File: src/verilog/converter_cfg_pkg.sv
// Constants and types shared by the converter configuration bank.
// Assumes one 200 MHz system clock; SPI pins arrive asynchronously.
package converter_cfg_pkg;

   // Serial frame: one read/write bit, seven address bits, eight data
   localparam int ADDR_W    = 7;
   localparam int DATA_W    = 8;
   localparam int CMD_BITS  = 8;
   localparam int DATA_BITS = 8;

   // Register offsets
   localparam logic [6:0] OFS_KEEP_MASK = 7'h0d;
   localparam logic [6:0] OFS_SYNC_REF  = 7'h0e;
   localparam logic [6:0] OFS_INPUT     = 7'h11;

   // Power-down keep mask fields
   localparam int KEEP_CLKBUF_BIT = 3;
   localparam int KEEP_REFAMP_BIT = 2;
   localparam int BANDGAP_OFF_BIT = 1;

   // Sync, reference and clock control fields
   localparam int SYNC_PIN_ROLE_BIT = 7;
   localparam int REG_SYNC_TRIG_BIT = 6;
   localparam int REG_SYNC_EN_BIT   = 5;
   localparam int REF_AUTH_BIT      = 3;
   localparam int REF_SEL_MSB       = 2;
   localparam int REF_SEL_LSB       = 1;
   localparam int SE_CLK_BIT        = 0;

   // Input and sampling control fields
   localparam int CHAN_A_SE_BIT = 5;
   localparam int CHAN_B_SE_BIT = 4;
   localparam int DELAY_PD_BIT  = 2;
   localparam int AUTOZERO_BIT  = 0;

   // Writable bits; reserved bits are not stored and read as zero
   localparam logic [7:0] KEEP_MASK_WMASK = 8'h0e;
   localparam logic [7:0] SYNC_REF_WMASK  = 8'hef;
   localparam logic [7:0] INPUT_WMASK     = 8'h35;

   // Reset values
   localparam logic [7:0] KEEP_MASK_RST = 8'h00;
   localparam logic [7:0] SYNC_REF_RST  = 8'h00;
   localparam logic [7:0] INPUT_RST     = 8'h00;

   // Reference source codes
   localparam logic [1:0] REF_INTERNAL   = 2'h0;
   localparam logic [1:0] REF_EXT_BUF    = 2'h1;
   localparam logic [1:0] REF_EXT_DIRECT = 2'h2;
   localparam logic [1:0] REF_UNUSED     = 2'h3;

   // Wake-up times after global power-down ends
   localparam int CLK_FREQ_MHZ  = 200;
   localparam int WAKE_SHORT_NS = 1000;
   localparam int WAKE_LONG_NS  = 10000;
   localparam int WAKE_SHORT_CYC =
      (WAKE_SHORT_NS * CLK_FREQ_MHZ + 999) / 1000;
   localparam int WAKE_LONG_CYC =
      (WAKE_LONG_NS * CLK_FREQ_MHZ + 999) / 1000;
   localparam int WAKE_CNT_W = 12;

   typedef enum logic [3:0] {
      SPI_IDLE = 4'b0001,
      SPI_CMD  = 4'b0010,
      SPI_DATA = 4'b0100,
      SPI_DONE = 4'b1000
   } spi_state_t;

   typedef enum logic [2:0] {
      PWR_ON   = 3'b001,
      PWR_DOWN = 3'b010,
      PWR_WAKE = 3'b100
   } pwr_state_t;

endpackage

File: src/verilog/converter_power_sync_config_regs.sv
// Power-down mask, sync and reference/clock/input configuration bank.
// Assumes SPI and shared pins are asynchronous to clk_sys_i; the global
// power-down bit comes from logic on the same clock.
`timescale 1ns/1ps
module converter_power_sync_config_regs
#(
   parameter int WAKE_SHORT = converter_cfg_pkg::WAKE_SHORT_CYC,
   parameter int WAKE_LONG  = converter_cfg_pkg::WAKE_LONG_CYC
)
(
   // Clock and reset
   input  wire logic       clk_sys_i,
   input  wire logic       reset_i,
   // Global power-down request from the power register
   input  wire logic       global_powerdown_bit_i,
   // Serial configuration port
   input  wire logic       spi_sen_n_i,
   input  wire logic       spi_sclk_i,
   input  wire logic       spi_sdi_i,
   output logic            spi_sdo_o,
   output logic            spi_sdo_oe_o,
   // Device pins
   input  wire logic       sync_powerdown_shared_pin_i,
   input  wire logic [1:0] reference_buffer_pin_i,
   // Power controls
   output logic            global_powerdown_active_o,
   output logic            converter_core_on_o,
   output logic            clock_buffer_on_o,
   output logic            reference_amp_on_o,
   output logic            bandgap_on_o,
   output logic            wake_done_o,
   // Synchronisation
   output logic            sync_pulse_o,
   // Reference and clock input
   output logic [1:0]      reference_source_o,
   output logic            single_ended_clock_select_o,
   // Analog input and sampling
   output logic            chan_a_single_ended_o,
   output logic            chan_b_single_ended_o,
   output logic            delay_loop_powerdown_o,
   output logic            autozero_enable_o
);

   import converter_cfg_pkg::*;

   // Synchronised pins
   logic       sen_n_s;
   logic       sclk_s;
   logic       sdi_s;
   logic       shared_pin_s;
   logic [1:0] ref_pin_s;
   logic       sclk_q;
   logic       shared_pin_q;
   logic       sclk_rise;
   logic       sclk_fall;
   logic       shared_pin_rise;

   // Register side of the serial port
   logic [6:0] reg_addr;
   logic [7:0] reg_wdata;
   logic       reg_write;
   logic [7:0] reg_rdata;

   // Register contents
   logic [7:0] powerdown_keep_mask;
   logic [7:0] sync_reference_clock_control;
   logic [7:0] input_sampling_control;

   // Field views
   logic       clock_buffer_keep_mask;
   logic       reference_amp_keep_mask;
   logic       bandgap_off_mask;
   logic       sync_pin_role;
   logic       sync_trigger;
   logic       sync_by_register;
   logic       reference_source_authority;
   logic [1:0] reference_field;
   logic       single_ended_clock_select;

   // Derived controls
   logic       trigger_q;
   logic       next_gpd;
   logic [1:0] next_reference;
   logic       next_se_clock;

   // Wake-up sequencing
   pwr_state_t            pwr_state;
   logic [WAKE_CNT_W-1:0] wake_cnt;
   logic                  bandgap_was_off;

   pin_sync
   #(
      .W    (6),
      .INIT (6'h01)
   )
   u_pin_sync
   (
      .clk_sys_i (clk_sys_i),
      .reset_i   (reset_i),
      .async_i   ({reference_buffer_pin_i,
                   sync_powerdown_shared_pin_i,
                   spi_sdi_i,
                   spi_sclk_i,
                   spi_sen_n_i}),
      .sync_o    ({ref_pin_s,
                   shared_pin_s,
                   sdi_s,
                   sclk_s,
                   sen_n_s})
   );

   // Edge detection on synchronised levels
   always_ff @(posedge clk_sys_i)
   begin
      if (reset_i)
      begin
         sclk_q       <= 1'b0;
         shared_pin_q <= 1'b0;
      end
      else
      begin
         sclk_q       <= sclk_s;
         shared_pin_q <= shared_pin_s;
      end
   end

   assign sclk_rise       = sclk_s & ~sclk_q;
   assign sclk_fall       = ~sclk_s & sclk_q;
   assign shared_pin_rise = shared_pin_s & ~shared_pin_q;

   spi_frame u_spi_frame
   (
      .clk_sys_i   (clk_sys_i),
      .reset_i     (reset_i),
      .sen_n_i     (sen_n_s),
      .sclk_rise_i (sclk_rise),
      .sclk_fall_i (sclk_fall),
      .sdi_i       (sdi_s),
      .rd_data_i   (reg_rdata),
      .addr_o      (reg_addr),
      .wr_data_o   (reg_wdata),
      .wr_strobe_o (reg_write),
      .sdo_o       (spi_sdo_o),
      .sdo_oe_o    (spi_sdo_oe_o)
   );

   // Register writes keep only defined bits; all reset to zero
   always_ff @(posedge clk_sys_i)
   begin
      if (reset_i)
      begin
         powerdown_keep_mask          <= KEEP_MASK_RST;
         sync_reference_clock_control <= SYNC_REF_RST;
         input_sampling_control       <= INPUT_RST;
      end
      else if (reg_write)
      begin
         case (reg_addr)
            OFS_KEEP_MASK:
               powerdown_keep_mask <= reg_wdata & KEEP_MASK_WMASK;
            OFS_SYNC_REF:
               // Trigger bit is only ever changed by a host write
               sync_reference_clock_control <=
                  reg_wdata & SYNC_REF_WMASK;
            OFS_INPUT:
               input_sampling_control <= reg_wdata & INPUT_WMASK;
            default:
               ;
         endcase
      end
   end

   // Readback; unmapped addresses read zero
   always_comb
   begin
      case (reg_addr)
         OFS_KEEP_MASK:
            reg_rdata = powerdown_keep_mask;
         OFS_SYNC_REF:
            reg_rdata = sync_reference_clock_control;
         OFS_INPUT:
            reg_rdata = input_sampling_control;
         default:
            reg_rdata = 8'h00;
      endcase
   end

   assign clock_buffer_keep_mask =
      powerdown_keep_mask[KEEP_CLKBUF_BIT];
   assign reference_amp_keep_mask =
      powerdown_keep_mask[KEEP_REFAMP_BIT];
   assign bandgap_off_mask =
      powerdown_keep_mask[BANDGAP_OFF_BIT];
   assign sync_pin_role =
      sync_reference_clock_control[SYNC_PIN_ROLE_BIT];
   assign sync_trigger =
      sync_reference_clock_control[REG_SYNC_TRIG_BIT];
   assign sync_by_register =
      sync_reference_clock_control[REG_SYNC_EN_BIT];
   assign reference_source_authority =
      sync_reference_clock_control[REF_AUTH_BIT];
   assign reference_field =
      sync_reference_clock_control[REF_SEL_MSB:REF_SEL_LSB];
   assign single_ended_clock_select =
      sync_reference_clock_control[SE_CLK_BIT];

   // Shared pin acts as power-down only in its power-down role
   assign next_gpd = global_powerdown_bit_i |
                     (~sync_pin_role & shared_pin_s);

   // Reference: pin or register field; the unused code falls back
   // to the internal reference
   always_comb
   begin
      next_reference = ref_pin_s;
      if (reference_source_authority)
      begin
         case (reference_field)
            REF_INTERNAL:
               next_reference = REF_INTERNAL;
            REF_EXT_BUF:
               next_reference = REF_EXT_BUF;
            REF_EXT_DIRECT:
               next_reference = REF_EXT_DIRECT;
            default:
               next_reference = REF_INTERNAL;
         endcase
      end
   end

   assign next_se_clock = reference_source_authority &
                          single_ended_clock_select;

   // Power outputs: core follows the global state; clock buffer and reference amp follow it unless kept; bandgap only when marked off
   always_ff @(posedge clk_sys_i)
   begin
      if (reset_i)
      begin
         global_powerdown_active_o <= 1'b0;
         converter_core_on_o       <= 1'b1;
         clock_buffer_on_o         <= 1'b1;
         reference_amp_on_o        <= 1'b1;
         bandgap_on_o              <= 1'b1;
      end
      else
      begin
         global_powerdown_active_o <= next_gpd;
         converter_core_on_o       <= ~next_gpd;
         // Single-ended clock also turns the differential buffer off
         clock_buffer_on_o <=
            ~(next_gpd & ~clock_buffer_keep_mask) &
            ~next_se_clock;
         reference_amp_on_o <=
            ~(next_gpd & ~reference_amp_keep_mask);
         bandgap_on_o <=
            ~(next_gpd & bandgap_off_mask);
      end
   end

   // Wake-up wait, longer when the bandgap was taken down
   always_ff @(posedge clk_sys_i)
   begin
      if (reset_i)
      begin
         pwr_state       <= PWR_ON;
         wake_cnt        <= '0;
         bandgap_was_off <= 1'b0;
         wake_done_o     <= 1'b1;
      end
      else
      begin
         case (pwr_state)
            PWR_ON:
               if (next_gpd)
               begin
                  pwr_state       <= PWR_DOWN;
                  bandgap_was_off <= bandgap_off_mask;
                  wake_done_o     <= 1'b0;
               end
            PWR_DOWN:
               if (!next_gpd)
               begin
                  pwr_state <= PWR_WAKE;
                  wake_cnt  <= bandgap_was_off ?
                     WAKE_CNT_W'(WAKE_LONG - 1) :
                     WAKE_CNT_W'(WAKE_SHORT - 1);
               end
               else if (bandgap_off_mask)
                  bandgap_was_off <= 1'b1;
            PWR_WAKE:
               if (next_gpd)
               begin
                  pwr_state       <= PWR_DOWN;
                  bandgap_was_off <= bandgap_was_off |
                                     bandgap_off_mask;
               end
               else if (wake_cnt == '0)
               begin
                  pwr_state   <= PWR_ON;
                  wake_done_o <= 1'b1;
               end
               else
                  wake_cnt <= wake_cnt - WAKE_CNT_W'(1);
            default:
               begin
                  pwr_state   <= PWR_ON;
                  wake_done_o <= 1'b1;
               end
         endcase
      end
   end

   // Synchronisation: register trigger edge or shared pin edge
   always_ff @(posedge clk_sys_i)
   begin
      if (reset_i)
      begin
         trigger_q    <= 1'b0;
         sync_pulse_o <= 1'b0;
      end
      else
      begin
         trigger_q <= sync_trigger;
         if (sync_by_register)
            sync_pulse_o <= sync_trigger & ~trigger_q;
         else
            sync_pulse_o <= sync_pin_role & shared_pin_rise;
      end
   end

   // Reference, clock and input settings
   always_ff @(posedge clk_sys_i)
   begin
      if (reset_i)
      begin
         reference_source_o          <= REF_INTERNAL;
         single_ended_clock_select_o <= 1'b0;
      end
      else
      begin
         reference_source_o          <= next_reference;
         single_ended_clock_select_o <= next_se_clock;
      end
   end

   always_ff @(posedge clk_sys_i)
   begin
      if (reset_i)
      begin
         chan_a_single_ended_o  <= 1'b0;
         chan_b_single_ended_o  <= 1'b0;
         delay_loop_powerdown_o <= 1'b0;
         autozero_enable_o      <= 1'b0;
      end
      else
      begin
         chan_a_single_ended_o <=
            input_sampling_control[CHAN_A_SE_BIT];
         chan_b_single_ended_o <=
            input_sampling_control[CHAN_B_SE_BIT];
         // Only meaningful below 40 MSPS; the host must see to that
         delay_loop_powerdown_o <=
            input_sampling_control[DELAY_PD_BIT];
         autozero_enable_o <=
            input_sampling_control[AUTOZERO_BIT];
      end
   end

endmodule

File: src/verilog/pin_sync.sv
// Two-stage synchroniser for a group of asynchronous pin levels.
// Assumes the pins change slowly next to the system clock.
`timescale 1ns/1ps
module pin_sync
#(
   parameter int         W    = 1,
   parameter logic [W-1:0] INIT = '0
)
(
   // Clock and reset
   input  wire logic         clk_sys_i,
   input  wire logic         reset_i,
   // Pins in, synchronised levels out
   input  wire logic [W-1:0] async_i,
   output logic      [W-1:0] sync_o
);

   logic [W-1:0] stage1;

   always_ff @(posedge clk_sys_i)
   begin
      if (reset_i)
      begin
         stage1 <= INIT;
         sync_o <= INIT;
      end
      else
      begin
         stage1 <= async_i;
         sync_o <= stage1;
      end
   end

endmodule

File: src/verilog/spi_frame.sv
// Serial frame engine: 8 command bits then 8 data bits, MSB first.
// Assumes synchronised pins and one-cycle SCLK edge strobes.
`timescale 1ns/1ps
module spi_frame
   import converter_cfg_pkg::*;
(
   // Clock and reset
   input  wire logic                                 clk_sys_i,
   input  wire logic                                 reset_i,
   // Synchronised serial pins
   input  wire logic                                 sen_n_i,
   input  wire logic                                 sclk_rise_i,
   input  wire logic                                 sclk_fall_i,
   input  wire logic                                 sdi_i,
   // Register side
   input  wire logic [converter_cfg_pkg::DATA_W-1:0] rd_data_i,
   output logic      [converter_cfg_pkg::ADDR_W-1:0] addr_o,
   output logic      [converter_cfg_pkg::DATA_W-1:0] wr_data_o,
   output logic                                      wr_strobe_o,
   // Serial data out
   output logic                                      sdo_o,
   output logic                                      sdo_oe_o
);

   spi_state_t state;
   logic [3:0] bit_cnt;
   logic       read_op;
   logic [7:0] rd_shift;

   always_ff @(posedge clk_sys_i)
   begin
      if (reset_i)
      begin
         state       <= SPI_IDLE;
         bit_cnt     <= 4'h0;
         read_op     <= 1'b0;
         addr_o      <= 7'h00;
         wr_data_o   <= 8'h00;
         wr_strobe_o <= 1'b0;
      end
      else
      begin
         wr_strobe_o <= 1'b0;
         if (sen_n_i)
         begin
            state   <= SPI_IDLE;
            bit_cnt <= 4'h0;
         end
         else
         begin
            case (state)
               SPI_IDLE:
                  state <= SPI_CMD;
               SPI_CMD:
                  if (sclk_rise_i)
                  begin
                     if (bit_cnt == 4'h0)
                        read_op <= sdi_i;
                     else
                        addr_o <= {addr_o[5:0], sdi_i};
                     if (bit_cnt == 4'(CMD_BITS - 1))
                     begin
                        bit_cnt <= 4'h0;
                        state   <= SPI_DATA;
                     end
                     else
                        bit_cnt <= bit_cnt + 4'h1;
                  end
               SPI_DATA:
                  if (sclk_rise_i)
                  begin
                     wr_data_o <= {wr_data_o[6:0], sdi_i};
                     if (bit_cnt == 4'(DATA_BITS - 1))
                     begin
                        wr_strobe_o <= ~read_op;
                        state       <= SPI_DONE;
                     end
                     else
                        bit_cnt <= bit_cnt + 4'h1;
                  end
               SPI_DONE:
                  state <= SPI_DONE;
               default:
                  state <= SPI_IDLE;
            endcase
         end
      end
   end

   // Read data leaves on falling SCLK so the host samples it on rising
   always_ff @(posedge clk_sys_i)
   begin
      if (reset_i)
      begin
         sdo_o    <= 1'b0;
         sdo_oe_o <= 1'b0;
         rd_shift <= 8'h00;
      end
      else if (sen_n_i || !read_op || (state != SPI_DATA))
         sdo_oe_o <= 1'b0;
      else if (sclk_fall_i)
      begin
         sdo_oe_o <= 1'b1;
         if (bit_cnt == 4'h0 && !sdo_oe_o)
         begin
            sdo_o    <= rd_data_i[7];
            rd_shift <= {rd_data_i[6:0], 1'b0};
         end
         else
         begin
            sdo_o    <= rd_shift[7];
            rd_shift <= {rd_shift[6:0], 1'b0};
         end
      end
   end

endmodule

File: config.mk
export PLATFORM = sky130hd
export DESIGN_NAME = converter_power_sync_config_regs
export DESIGN_NICKNAME = d
export VERILOG_FILES = /design/src/verilog/converter_cfg_pkg.sv /design/src/verilog/converter_power_sync_config_regs.sv /design/src/verilog/pin_sync.sv /design/src/verilog/spi_frame.sv
export SDC_FILE = /design/constraint.sdc
export NUM_CORES = 1
export LEC_CHECK = 0
export BUFFER_PORTS_ARGS = -buffer_cell sky130_fd_sc_hd__buf_2
export CAP_MARGIN = 20
export CORE_MARGIN = 5
export CORE_UTILIZATION = 40
export DETAILED_ROUTE_END_ITERATION = 10
export GPL_TIMING_DRIVEN = 0
export PLACE_DENSITY_LB_ADDON = 0.12
export SLEW_MARGIN = 10
export SYNTH_ARGS = -nofsm -noshare
export SYNTH_HDL_FRONTEND = slang
export SYNTH_HIERARCHICAL = 1
export SYNTH_SLANG_ARGS = --single-unit
File: constraint.sdc
create_clock -name clk_sys_i -period 3.75 [get_ports clk_sys_i]
set_input_delay 0.5625 -clock clk_sys_i [delete_from_list [all_inputs] [get_ports clk_sys_i]]
set_output_delay 0.5625 -clock clk_sys_i [all_outputs]
set_load 0.01 [all_outputs]
==> flow_summary.toml <==
[run_status]
outcome = "complete, no violations"

[placed_design]
port_buffers = 24
dp_slack_ns = 1.49
gp_congestion = 0.866
hpwl_um = 6380

[synthesis]
synthesis.area_um2 = 4040
synthCells = 438
synth-main-ff-cell = "dfxtp_1"
synthDistinctLibCells = 61
synth_edf_count = 0
syn_avg_cell_area_um2 = 9.23
ys_ff_latch = 93
ys_seq_area_share_pct = 46.1
postSynth.asyncResetShare_pct = 0
synthesis.nets = 451
yosysWarnings = 6

[routing]
drt_drc_violations_left = 0
drt_iter0_markers = 161
vias_per_cell = 5.26
final_antenna_net_count = 0
wire_per_inst_um = 14.3
num_vias = 3213
first_pass_iters = 4
drt_wl_total_um = 8720

[sta]
rsz0062_at_grt = "no"
fin_skew_ns = 0.0127
layout_min_cycle_time_ns = 2.32
setup_viol = 0
fin_ws_ns = 1.43
slew_headroom_pct = 61.3
finalHoldViolations = 0
slew_violations = 0
tns_ns = 0
max_freq_mhz = 432
fin_crit_sh_pct = 61.8
worst_pin_slew_ns = 0.580

[power_and_ir_drop]
max-vdd-ir-drop_uv = 198
fin_total_pwr_w = 0.00174
p_leak_nw = 1.66
p_per_area_nw_per_um2 = 385

[hold_path]
min-delay-start = "spi_sen_n_i"
min_path_type = "in2reg"

[worst_setup_path]
path_class = "reg2reg"
arrival_ns = 2.60
worstPathRequired_ns = 4.03
worst_setup_path_start_kind = "flop"
cp_max_fo = 10
cp-startpoint = "u_spi_frame/addr_o[6]"
r2r_start = "u_spi_frame/addr_o[6]"
cp-end-kind = "flop"

[floorplan]
core_um2 = 9820
boundaryPins = 25
die_h_um = 111
rows = 36
die-area_um2 = 12200
start_util_pct = 41.2
die_x_um = 111

[grt]
track_usage_pct = 14.7
grt_max_degree = 19
grtUsageMet2_pct = 22.7
grt_antenna_before_repair = 0
grt_pass1_vias = 2953
grt_overflow = 0
grt_pass1_wl_um = 15000
gr-usage-met1_pct = 20.7
top_usage_layer = "met2"
gr-usage-met3_pct = 3.28

[cts]
cts_buffers = 9
cts.root.buffer_cell = "clkbuf_8"
htreeDepth = 3
postCtsSetupBuffers = 0
ctsHoldBuffers = 0
cts_buffer_depth = 2
ctsResizeCount = 0
cts_tree = "yes"
clkLatencyLatePin_ns = 0.36
path_clk_slew_ns = 0.10
cts_sinks = 93

[finish]
nNetsFinal = 486
drive_gt1_share_pct = 14.0
nFillCells = 1010
diodes = 0
area_delta_synth_final_pct = 11.8

[job]
max-cap-violations = 0
worst max-delay path: stages (launching register included):
cell      delay, ns
dfxtp_1        0.33
nor4b_1        0.53
and3_1         0.24
clkbuf_1       0.23
clkbuf_1       0.36
a22o_1         0.25
mux2i_1        0.08
a211oi_1       0.22
cell usage in the layout, fill, tap and decap left out, types with 7 or more instances in the layout:
cell type / count
nor2b_1: 24
and2_1: 7
mux2i_1: 18
nor3_1: 10
buf_2: 31
dfxtp_1: 93
nand3_1: 25
clkbuf_8: 9
nand2_1: 28
clkbuf_1: 18
a211oi_1: 11
nor2_1: 19
a21oi_1: 44
nand2b_1: 17
o21ai_0: 17
cell type report:
type	instances	area [um2]	area share, %
buffer	29	148	3.27
timing repair buffer	24	120	2.66
sequential	93	1860	41.2
inverter	6	22.5	0.498
tap	133	166	3.68
clock buffer	9	124	2.74
clock inverter	7	67.6	1.49
multi-input combinational	310	2010	44.5
worst paths after layout:
check | endpoint | slack, ns | cells after the start
min reg2reg | u_pin_sync/sync_o[0] | 0.41 | 1
min | u_pin_sync/stage1[0] | 0.38 | 2
max reg2reg | u_spi_frame/rd_shift[4] | 1.43 | 7
max | u_spi_frame/rd_shift[4] | 1.43 | 7
synthesized netlist by cell type, types with 6 or more instances:
| cell | n | share of area (%) |
|---|---|---|
| clkbuf_1 | 18 | 1.7 |
| buf_2 | 7 | 0.87 |
| o21ai_0 | 17 | 2.1 |
| and2_1 | 7 | 1.1 |
| inv_1 | 6 | 0.56 |
| a211oi_1 | 11 | 2.0 |
| nor2b_1 | 24 | 3.7 |
| nor3_1 | 10 | 1.2 |
| a21oi_1 | 44 | 5.4 |
| nand2_1 | 28 | 2.6 |
| nand3_1 | 25 | 3.1 |
| mux2i_1 | 18 | 4.5 |
| nand2b_1 | 17 | 2.6 |
| dfxtp_1 | 93 | 46 |
| nor2_1 | 19 | 1.8 |
state kept, by name, summed over array words and instances, names as in the netlist, 4 cells and up:
signal	count
u_spi_frame/bit_cnt	4
u_spi_frame/wr_data_o	8
u_spi_frame/state	4
sync_reference_clock_control	7
u_spi_frame/addr_o	7
wake_cnt	12
input_sampling_control	4
u_pin_sync/stage1	6
u_spi_frame/rd_shift	7
u_pin_sync/sync_o	6
cells by family (layout without fill, tap and decap cells):
family	after synthesis	in the layout	synth area share (%)
mux	19	19	4.74
xor+xnor	4	4	0.867
compound gates	100	100	15.3
flops	93	93	46.1
buf+inv	35	75	4.21
simple gates	183	183	27.6
fa+ha+maj	4	4	1.24
report_power, final:
group	internal (W)	switching [W]	total, W
Clock	0.000257	0.000379	0.000636
Combinational	0.0000360	0.0000533	0.0000893
Sequential	0.00100	0.0000104	0.00101
Total	0.00130	0.000443	0.00174
layer usage:
layer,vias to the layer above,share of wire (%)
met1,1500,50
met5,-,0
met3,5,3.7
met4,0,0.73
li1,1651,-
met2,57,45
metrics by stage:
step                      utilization [%]  cells  cell area [um2]  hold slack (ns)
after floorplan                         -    438             4040            0.383
after global placement               44.1    595             4330            0.388
after detailed placement             44.1    595             4330            0.394
after CTS                            46.0    611             4520            0.362
after global routing                 46.0    611             4520            0.367
final                                46.0    611             4520            0.380
Note: power is estimated with default switching activity, not from simulation.
